$ cat src/rtl/sbcsf_params.svh
// Purpose: Offsets, field positions, codes and reset values of the status flag registers.
// Assumes: Twelve-bit registers addressed by a three-bit register address.
// Notes:   Definitions only.
`ifndef SBCSF_PARAMS_SVH
`define SBCSF_PARAMS_SVH
// ----------------------------------------
// Register offsets
// ----------------------------------------
`define SBCSF_ADDR_FSW      3'h5
`define SBCSF_ADDR_MIRROR   3'h6
// ----------------------------------------
// Field positions in failsafe_wake_flags
// ----------------------------------------
`define SBCSF_CAUSE_LSB     0
`define SBCSF_WAKE_LOCAL    4
`define SBCSF_WAKE_CAN      5
`define SBCSF_WAKE_LIN1     6
`define SBCSF_WAKE_LIN2     7
`define SBCSF_WAKE_TIMER    8
// ----------------------------------------
// Fail-safe cause codes and reset values
// ----------------------------------------
`define SBCSF_CAUSE_NONE    4'h0
`define SBCSF_CAUSE_EXT_RST 4'h3
`define SBCSF_REG_ZERO      12'h000
`endif

$ cat src/rtl/sbcsf_pkg.sv
// Purpose: Types shared by the status flag register block.
// Assumes: Mode codes come from the mode controller on the same clock.
// Notes:   Holds types only; numbers live in the params header.
package sbcsf_pkg;
  // ----------------------------------------
  // Operating modes
  // ----------------------------------------
  typedef enum logic [2:0] {
    SBCSF_CONFIG, SBCSF_RESET, SBCSF_STARTUP, SBCSF_NORMAL,
    SBCSF_STANDBY, SBCSF_SLEEP, SBCSF_FAILSAFE, SBCSF_SHUTDOWN
  } sbcsf_mode_t;
  // Register access request from the serial frame decoder.
  typedef struct packed {
    logic       rd;
    logic       rc;
    logic       wr;
    logic [2:0] addr;
  } sbcsf_acc_t;
  // Converter, supply and comparator levels.
  typedef struct packed {
    logic vs_low;
    logic stepdown_unregulated;
    logic stepdown_overload;
    logic stepup_running;
    logic stepup_overload;
    logic thermal_warning;
    logic aux_under;
    logic aux_over;
    logic aux_on;
  } sbcsf_levels_t;
  // Whole state of the block.
  typedef struct packed {
    logic [1:0]  devel_sync;
    logic [1:0]  cfg_sync;
    logic [1:0]  wake_sync;
    logic        wake_prev;
    logic [11:0] flags;
    logic        devel_latched;
    logic        cfg_latched;
    logic [11:0] rdata;
    logic        irq;
    logic        wake_rst;
    logic        evt_clr;
    logic        fso;
  } sbcsf_state_t;
endpackage

$ cat src/rtl/sbcsf_status_flag_regs.sv
// Purpose: Fail-safe/wakeup flag register and internal-state mirror register.
// Assumes: Events and levels come from same-clock logic; the three pins are synchronised here.
// Notes:   Power-on reset clears everything but sets the event flag clear; the Reset mode of the device keeps the flags.
//
// Contract
// - Fail-safe and wake events set flags, latched
// - Flags clear only on read-and-clear access, in Configuration mode or at power-on reset
// - Configuration mode loads flag register zeros
// - Reset and Start-up modes keep flags
// - Zero cause means outputs idle unless forced
// - Codes 0010, 0011; 0011 not in devel
// - Fail-safe entry codes 1000 to 1011
// - Thermal 1100, output undervoltage 1101
// - Local pin wake only with mode non-zero
// - Bus wake only in transceiver wake mode
// - Timer wake only when timer wake selected
// - Normal/Standby wake holds interrupt until clear
// - Sleep wake gives reset pulse instead
// - Mirror register ignores clear and write
// - Mirror shows five converter and supply bits
// - Devel pin latched; config pin latched or live
// - Mirror shows wake pin, thermal, aux comparators
// - Internal toggling disturbs no other register
// - Event flag register cleared every reset
`timescale 1ns/100ps
`include "sbcsf_params.svh"
module sbcsf_status_flag_regs (
  input  wire logic                     sys_clk_i,
  input  wire logic                     srst_i,
  input  wire logic                     ce_i,
  input  wire sbcsf_pkg::sbcsf_mode_t   mode_i,
  input  wire sbcsf_pkg::sbcsf_acc_t    acc_i,
  input  wire logic                     cause_evt_i,
  input  wire logic [3:0]               cause_code_i,
  input  wire logic                     failsafe_force_on_i,
  input  wire logic [1:0]               local_pin_wake_mode_i,
  input  wire logic                     local_wake_pin_i,
  input  wire logic                     sw_devel_mode_pin_i,
  input  wire logic                     config_pin_i,
  input  wire logic                     can_wake_evt_i,
  input  wire logic                     can_wake_mode_i,
  input  wire logic                     lin1_wake_evt_i,
  input  wire logic                     lin1_wake_mode_i,
  input  wire logic                     lin2_wake_evt_i,
  input  wire logic                     lin2_wake_mode_i,
  input  wire logic                     timer_wake_evt_i,
  input  wire logic                     timer_wake_sel_i,
  input  wire sbcsf_pkg::sbcsf_levels_t levels_i,
  output logic [11:0]                   rdata_o,
  output logic                          wake_irq_o,
  output logic                          wake_reset_pulse_o,
  output logic                          failsafe_outputs_o,
  output logic                          event_flags_clear_o
);

  sbcsf_pkg::sbcsf_state_t st;
  sbcsf_pkg::sbcsf_state_t next_st;

  // Reserved cause codes: 0100 to 0111, 1110 and 1111.
  function automatic logic cause_reserved(input logic [3:0] c);
    cause_reserved = (c[3:2] == 2'b01) || (c[3:1] == 3'b111);
  endfunction

  // Assembles the mirror register from live and latched levels.
  function automatic logic [11:0] mirror(input sbcsf_pkg::sbcsf_levels_t l, input sbcsf_pkg::sbcsf_state_t s);
    mirror = {1'b0, l.aux_over, l.aux_under & l.aux_on, l.thermal_warning, s.wake_sync[1],
              s.devel_latched ? s.cfg_sync[1] : s.cfg_latched, s.devel_latched,
              l.stepup_overload, l.stepup_running, l.stepdown_overload,
              l.stepdown_unregulated, l.vs_low};
  endfunction

  logic        wake_edge;
  logic [11:0] set_mask;
  logic        cause_ok;
  logic        rc_fsw;
  logic        any_wake;

  // ----------------------------------------
  // Event qualification
  // ----------------------------------------
  always_comb begin
    wake_edge = st.wake_sync[1] ^ st.wake_prev;
    cause_ok  = cause_evt_i && !cause_reserved(cause_code_i)
                && !(st.devel_latched && cause_code_i == `SBCSF_CAUSE_EXT_RST);
    set_mask  = `SBCSF_REG_ZERO;
    set_mask[`SBCSF_WAKE_LOCAL] = wake_edge && (local_pin_wake_mode_i != 2'h0);
    set_mask[`SBCSF_WAKE_CAN]   = can_wake_evt_i && can_wake_mode_i;
    set_mask[`SBCSF_WAKE_LIN1]  = lin1_wake_evt_i && lin1_wake_mode_i;
    set_mask[`SBCSF_WAKE_LIN2]  = lin2_wake_evt_i && lin2_wake_mode_i;
    set_mask[`SBCSF_WAKE_TIMER] = timer_wake_evt_i && timer_wake_sel_i;
    any_wake  = |set_mask;
    rc_fsw    = acc_i.rc && (acc_i.addr == `SBCSF_ADDR_FSW);
  end

  // ----------------------------------------
  // Next state
  // ----------------------------------------
  always_comb begin
    next_st = st;
    next_st.devel_sync = {st.devel_sync[0], sw_devel_mode_pin_i};
    next_st.cfg_sync   = {st.cfg_sync[0], config_pin_i};
    next_st.wake_sync  = {st.wake_sync[0], local_wake_pin_i};
    next_st.wake_prev  = st.wake_sync[1];
    next_st.wake_rst   = 1'b0;
    case (mode_i)
      sbcsf_pkg::SBCSF_CONFIG: begin
        // Initialise flags and catch the pin straps.
        next_st.flags         = `SBCSF_REG_ZERO;
        next_st.devel_latched = st.devel_sync[1];
        next_st.cfg_latched   = st.cfg_sync[1];
        next_st.irq           = 1'b0;
      end
      default: begin
        // Set wins over a simultaneous read-and-clear; Reset and Start-up keep flags.
        if (rc_fsw) begin
          next_st.flags = `SBCSF_REG_ZERO;
          next_st.irq   = 1'b0;
        end
        next_st.flags = next_st.flags | set_mask;
        if (cause_ok) begin
          next_st.flags[`SBCSF_CAUSE_LSB +: 4] = cause_code_i;
        end
        if (any_wake && (mode_i == sbcsf_pkg::SBCSF_NORMAL || mode_i == sbcsf_pkg::SBCSF_STANDBY)) begin
          next_st.irq = 1'b1;
        end
        next_st.wake_rst = any_wake && (mode_i == sbcsf_pkg::SBCSF_SLEEP);
      end
    endcase
    // Fail-safe outputs follow the stored cause or the force-on bit.
    next_st.fso = (next_st.flags[`SBCSF_CAUSE_LSB +: 4] != `SBCSF_CAUSE_NONE) || failsafe_force_on_i;
    next_st.evt_clr = (mode_i == sbcsf_pkg::SBCSF_RESET);
    // Reads return the addressed register; writes change neither register.
    if (acc_i.rd || acc_i.rc) begin
      case (acc_i.addr)
        `SBCSF_ADDR_FSW:    next_st.rdata = st.flags;
        `SBCSF_ADDR_MIRROR: next_st.rdata = mirror(levels_i, st);
        default:            next_st.rdata = `SBCSF_REG_ZERO;
      endcase
    end
  end

  // ----------------------------------------
  // State register
  // ----------------------------------------
  always_ff @(posedge sys_clk_i) begin
    if (srst_i) begin
      st <= '0;
      st.evt_clr <= 1'b1;
    end else if (ce_i) begin
      st <= next_st;
    end
  end

  // Outputs come straight from the state register.
  assign rdata_o             = st.rdata;
  assign wake_irq_o          = st.irq;
  assign wake_reset_pulse_o  = st.wake_rst;
  assign failsafe_outputs_o  = st.fso;
  assign event_flags_clear_o = st.evt_clr;
endmodule

$ cat config.mk
export PLATFORM = sky130hd
export DESIGN_NAME = sbcsf_status_flag_regs
export DESIGN_NICKNAME = d
export VERILOG_FILES = /design/src/rtl/sbcsf_pkg.sv /design/src/rtl/sbcsf_status_flag_regs.sv
export VERILOG_INCLUDE_DIRS = /design/src /design/src/rtl
export SDC_FILE = /design/constraint.sdc
export NUM_CORES = 1
export LEC_CHECK = 0
export BUFFER_PORTS_ARGS = -buffer_cell sky130_fd_sc_hd__buf_2
export CORE_ASPECT_RATIO = 0.9
export CORE_MARGIN = 10
export CORE_UTILIZATION = 49
export DETAILED_ROUTE_END_ITERATION = 6
export GPL_TIMING_DRIVEN = 1
export PLACE_DENSITY = 0.79
export SLEW_MARGIN = 40
export SYNTH_ARGS = -nofsm -noshare
export SYNTH_HDL_FRONTEND = slang
export SYNTH_SLANG_ARGS = --single-unit
$ cat constraint.sdc
create_clock -name sys_clk_i -period 1.7 [get_ports sys_clk_i]
set_clock_uncertainty 0.15 [all_clocks]
set_input_delay 0.17 -clock sys_clk_i [delete_from_list [all_inputs] [get_ports sys_clk_i]]
set_output_delay 0.17 -clock sys_clk_i [all_outputs]
set_load 0.02 [all_outputs]
==> impl_metrics.csv, run 1 <==
group,metric,value,unit
sta,fin_crit_sh,99.0,%
sta,rsz0062_at_grt,"true",
setup_path,crit_required,1.77,ns
die,start_util,50.9,%
synth,yosysSeqAreaShare,43.6,%
setup_path,arrival,1.75,ns
synth,netlist.area_leader.share,43.6,%
clocking,worstSkewPairLatency,0.34,ns
routing,first_iter_violations,207,
synth,syn-num-nets,212,
placed_design,gp_congestion,0.895,
clocking,clkTransAtPathRegs,0.11,ns
die,die_area,5840,um2
routing,routed_via_density,5.46,
routing,dr.pass1.iters,5,
clocking,htreeDepth,2,
routing,drc,0,
power,max-vdd-ir-drop,0.585,mV
setup_path,crit_type,"in -> reg",
finish,diodes,0,
setup_path,crit_path_cell_trace,"dlygate4sd3_1 > buf_2 > or3_4 > o31ai_2 > a21oi_1 > nor4_1 > a211oi_1",
clocking,clock_sinks,34,
setup_path,cp-start-kind,"primary input",
placed_design,place_area,1810,um2
setup_path,critPathBufInv,2,
routing,routed_wl,4.47,mm
sta,finalSetupViolCount,0,
setup_path,worst_path_dominant_cell_family,"buffers and inverters",
synth,synth.area.top_cells,"dfxtp_1 (44%), nor2_1 (7.0%), a222oi_1 (5.8%)",
setup_path,worstSetupEndpointType,"register",
synth,avgSynthCellArea,9.07,um2
setup_path,slowest_stage,"dlygate4sd3_1",
synth,ys_ff_latch,34,
die,io_pins,56,
global_routing,antenna_found_initial,0,
synth,ys_warn_count,0,
power,leakagePower,0.927,nW
finish,layout-drive-gt1-share,33.5,%
sta,tightest_slew,0.681,ns
power,power.density,726,nW/um2
global_routing,grt_pass1_vias,1472,
die,die_y,73.5,um
clocking,root_buffer,"clkbuf_4",
finish,nNetsFinal,282,
sta,timing.hold.ws,0.00788,ns
global_routing,grt-ovfl-total,0,
routing,vias,1550,
synth,yosysUniqueCellTypes,37,
finish,area_growth,33.8,%
routing,ant_nets,0,
sta,fmax,594,MHz
finish,postLayoutCoreUtil,68.1,%
sta,period_minus_slack,1.68,ns
clocking,cts_buffers,5,
global_routing,grt_max_degree,20,
sta,slew_violations,0,
synth,netlist_area,1560,um2
synth,post-synth-top-area-cell,"dfxtp_1",
global_routing,grt_pass1_wl,6.98,mm
routing,wl_per_cell,15.7,um
flow_run,max_cap_violations,0,
status,outcome,"finished clean",
min_path,hold_path.class,"in -> reg",
sta,setup_tns,0,ns
sta,max-slew-margin-rel,54.3,%
setup_path,crit_fanout,6,
global_routing,grt_use_total,15.0,%
placed_design,dpl.hpwl,3.04,mm
die,rows,19,
setup_path,cp_slowest_stage_delay,0.55,ns
clocking,cts_tree,"built",
sta,finalHoldViolations,0,
die,placeableCoreArea,3070,um2
synth,syn_inst,172,
placed_design,numPortBuffers,54,
finish,design_area,2090,um2
die,fp.dieW,79.5,um
clocking,clock_path_buffers,2,
clocking,post-cts-setup-buffers,0,
cells in the final DEF, fill, tap and decap left out, drive strengths merged:
cell type	count
a211oi	2
a21oi	8
a221oi	1
a222oi	9
a22oi	3
a31oi	1
a32oi	8
and3	1
and3b	1
buf	61
clkbuf	5
clkinv	2
dfxtp	34
dlygate4sd3	22
inv	2
mux2	1
mux2i	8
nand2	18
nand3	3
nand4	1
nand4b	1
nor2	29
nor2b	1
nor3	4
nor4	1
o211a	1
o211ai	1
o21ai	6
o311ai	2
o31ai	1
or2	1
or2b	1
or3	1
xor2	1
final cells by class:
class / instances / area (um2)
clock buffers: 5 / 37.5
flip-flops and latches: 34 / 681
repair buffers: 83 / 543
multi-input cells: 116 / 757
well taps: 42 / 52.6
inverters: 2 / 7.51
clock inverters: 2 / 10.0
fillers: 231 / 978
routing by layer:
layer | share of wire, % | GRT usage, %
met5 | 0 | 0
met4 | 1.1 | 4.97
met3 | 10 | 7.80
met2 | 44 | 22.1
met1 | 45 | 18.4
timing repair:
item / CTS / global route
resized for setup: 0 / 2
hold endpoints to repair: 18 / 0
hold buffers: 22 / 0
endpoints found under the setup margin: 0 / 7
worst register-to-register path: stages (launching register included):
cell      delay (ns)
dfxtp_1         0.37
a31oi_2         0.18
o211ai_2        0.15
o311ai_0        0.44
a211oi_1        0.13
per-stage QoR:
stage	cells	power [mW]	setup WS (ns)
2_1_floorplan	172	0.975	0.311
3_3_place_gp	255	1.07	0.201
5_1_grt	284	1.59	-0.00795
6_report	284	1.52	0.0168
3_5_place_dp	255	1.07	0.175
4_1_cts	284	1.52	0.0807
sequential cells by signal (all words and copies together) (netlist names):
signal               count
failsafe_outputs_o       1
wake_reset_pulse_o       1
st                      14
next_st                  4
event_flags_clear_o      1
rdata_o                 12
wake_irq_o               1
kinds of logic after synthesis:
group | after synthesis | share of synthesized area [%]
muxes | 9 | 5.85
DFF | 34 | 43.6
buffers and inverters | 22 | 8.42
and+or+nand+nor | 63 | 18.8
xor gates and xnor gates | 1 | 0.561
AOI/OAI and AO/OA | 43 | 22.7
cells in the mapped netlist:
library cell / n
nor2b_1: 1
a221oi_1: 1
nand4b_1: 1
a211oi_2: 1
o211ai_2: 1
nand4_1: 1
or3_4: 1
buf_2: 3
or2_2: 1
o211a_1: 1
o311ai_0: 2
mux2i_1: 8
a32oi_1: 8
a211oi_1: 1
clkbuf_1: 5
inv_1: 2
or2b_1: 1
o21ai_0: 5
nor3_2: 2
xor2_1: 1
o21ai_2: 1
nor3_1: 2
a22oi_1: 3
a21oi_1: 7
nand2_1: 18
dfxtp_1: 34
a31oi_2: 1
a222oi_1: 9
nand3_1: 3
nor4_1: 1
nor2_1: 29
and3_4: 1
buf_4: 12
a21oi_2: 1
and3b_1: 1
o31ai_2: 1
mux2_2: 1
final timing paths:
path | startpoint | end | slack [ns] | depth (start not counted)
max | mode_i[2] | failsafe_outputs_o$_SDFFE_PP0P_ | 0.02 | 7
min | srst_i | st[22]$_SDFFE_PP0P_ | 0.008 | 2
max reg2reg | st[17]$_SDFFE_PP0P_ | failsafe_outputs_o$_SDFFE_PP0P_ | 0.15 | 4
min reg2reg | wake_reset_pulse_o$_SDFFE_PP0P_ | wake_reset_pulse_o$_SDFFE_PP0P_ | 0.32 | 2
power by group:
group          total, mW  internal [mW]  leakage [nW]  switching (mW)
logic              0.262          0.127         0.620           0.135
clock network      0.417          0.149        0.0308           0.268
registers          0.837          0.822         0.276          0.0151
Power figures use the tool's default switching activity.
==> inputs of run 2 (changes only) <==
--- a/config.mk
+++ b/config.mk
@@ -9,10 +9,11 @@
 export BUFFER_PORTS_ARGS = -buffer_cell sky130_fd_sc_hd__buf_2
 export CORE_ASPECT_RATIO = 0.9
 export CORE_MARGIN = 10
-export CORE_UTILIZATION = 49
+export CORE_UTILIZATION = 25
+export CTS_BUF_LIST = sky130_fd_sc_hd__clkbuf_8 sky130_fd_sc_hd__clkbuf_16
+export CTS_CLUSTER_DIAMETER = 100
 export DETAILED_ROUTE_END_ITERATION = 6
 export GPL_TIMING_DRIVEN = 1
-export PLACE_DENSITY = 0.79
 export SLEW_MARGIN = 40
 export SYNTH_ARGS = -nofsm -noshare
 export SYNTH_HDL_FRONTEND = slang
==> impl_metrics.csv, run 2 (synthesis gave the netlist of run 1 again) <==
group,metric,value,unit
setup_path,crit_fanout,5,
status,outcome,"finished clean",
finish,design_area,2060,um2
finish,seqCellArea,682,um2
sta,slew_violations,0,
sta,fmax,662,MHz
global_routing,grt_pass1_vias,1427,
finish,final_cell_mix,"buf_2 (54), dfxtp_1 (33), nor2_1 (29)",
flow_run,max_cap_violations,0,
finish,largest-register,"st",
clocking,root_buffer,"clkbuf_8",
die,fp.dieW,103,um
sta,finalHoldViolations,0,
sta,rsz0062_at_grt,"false",
setup_path,cp-start-kind,"register",
placed_design,gp_congestion,0.758,
routing,ant_nets,0,
setup_path,arrival,1.52,ns
routing,first_iter_violations,93,
routing,routed_via_density,4.82,
routing,vias,1465,
finish,layout-drive-gt1-share,34.5,%
placed_design,dpl.hpwl,3.44,mm
finish,nNetsFinal,272,
sta,setup_tns,0,ns
die,placeableCoreArea,6080,um2
die,start_util,25.7,%
die,rows,27,
clocking,cts_buffers,5,
setup_path,worstSetupEndpointType,"register",
placed_design,place_area,1850,um2
sta,finalSetupViolCount,0,
global_routing,grt-ovfl-total,0,
finish,largest_reg_flops,14,
setup_path,crit_type,"reg -> reg",
power,power.density,798,nW/um2
clocking,worstSkewPairLatency,0.29,ns
placed_design,numPortBuffers,54,
sta,setup_slack,0.189,ns
placed_design,pre_cts_ws,0.0489,ns
clocking,htreeDepth,2,
routing,routed_wl,4.58,mm
sta,timing.hold.ws,0.00698,ns
global_routing,grt_use_total,9.32,%
global_routing,grt_max_degree,21,
global_routing,antenna_found_initial,0,
sta,period_minus_slack,1.51,ns
routing,dr.pass1.iters,4,
power,p_total,1.65,mW
sta,tightest_slew,0.630,ns
finish,filler_cell_count,646,
finish,area_growth,32.3,%
finish,diodes,0,
finish,multi_input_area,748,um2
clocking,clock_path_buffers,2,
sta,max-slew-margin-rel,57.8,%
power,max-vdd-ir-drop,0.398,mV
clocking,clkTransAtPathRegs,0.06,ns
routing,wl_per_cell,15.1,um
sta,fin_crit_sh,88.9,%
setup_path,crit_required,1.71,ns
die,io_pins,56,
die,die_area,9810,um2
global_routing,grt_pass1_wl,7.19,mm
clocking,clock_sinks,34,
routing,drc,0,
die,die_y,94.9,um
min_path,hold_path.class,"in -> reg",
power,leakagePower,0.903,nW
clocking,cts_tree,"built",
finish,final_common_cell,"buf_2",
==> run 2: stage by stage <==
step                      std cells  utilization [%]
after floorplan                 172                -
after global placement          283             30.4
after detailed placement        283             30.4
after CTS                       303             33.8
after global routing            304             34.0
final                           304             34.0
==> run 2: final cells by class <==
cell class,instances,share of cell area [%]
repair buffers,73,22.2
well taps,72,4.36
multi-input cells,116,36.2
inverters,2,0.364
flip-flops and latches,34,33.0
clock inverters,2,0.485
clock buffers,5,3.33
==> run 2: worst max-delay path, stage by stage (launching register included) <==
cell and delay (ns):
dfxtp_2 0.39, a31oi_2 0.11, o211ai_2 0.28, a21oi_1 0.10
nor4_1 0.25, a211oi_1 0.11
==> run 2: final timing paths <==
kind	start	endpoint	slack, ns	cells past startpoint
hold / removal	levels_i[8]	rdata_o[0]$_SDFFE_PP0P_	0.007	3
setup reg to reg	st[17]$_SDFFE_PP0P_	failsafe_outputs_o$_SDFFE_PP0P_	0.19	5
setup / recovery	st[17]$_SDFFE_PP0P_	failsafe_outputs_o$_SDFFE_PP0P_	0.19	5
hold reg to reg	rdata_o[6]$_SDFFE_PP0P_	rdata_o[6]$_SDFFE_PP0P_	0.31	2
==> run 2: layer usage <==
metal	vias up	GRT usage (%)	routed length [um]
li1	748	-	-
met1	672	11.8	2110
met2	41	14.1	1990
met3	4	3.94	443
met4	0	2.78	37
met5	-	0	0
==> run 2: timing repair <==
item | CTS | global route
setup endpoints to repair | 0 | 1
hold buffers | 13 | 0
gates resized for setup | 0 | 1
hold endpoints to repair | 12 | 0
buffers inserted | 0 | 1
==> run 2: power breakdown <==
| part | total, mW | internal (mW) | leakage, nW | switching (mW) |
|---|---|---|---|---|
| Clock | 0.563 | 0.275 | 0.0438 | 0.289 |
| Combinational | 0.247 | 0.117 | 0.582 | 0.130 |
| Sequential | 0.837 | 0.822 | 0.277 | 0.0156 |
| Total | 1.65 | 1.21 | 0.903 | 0.434 |
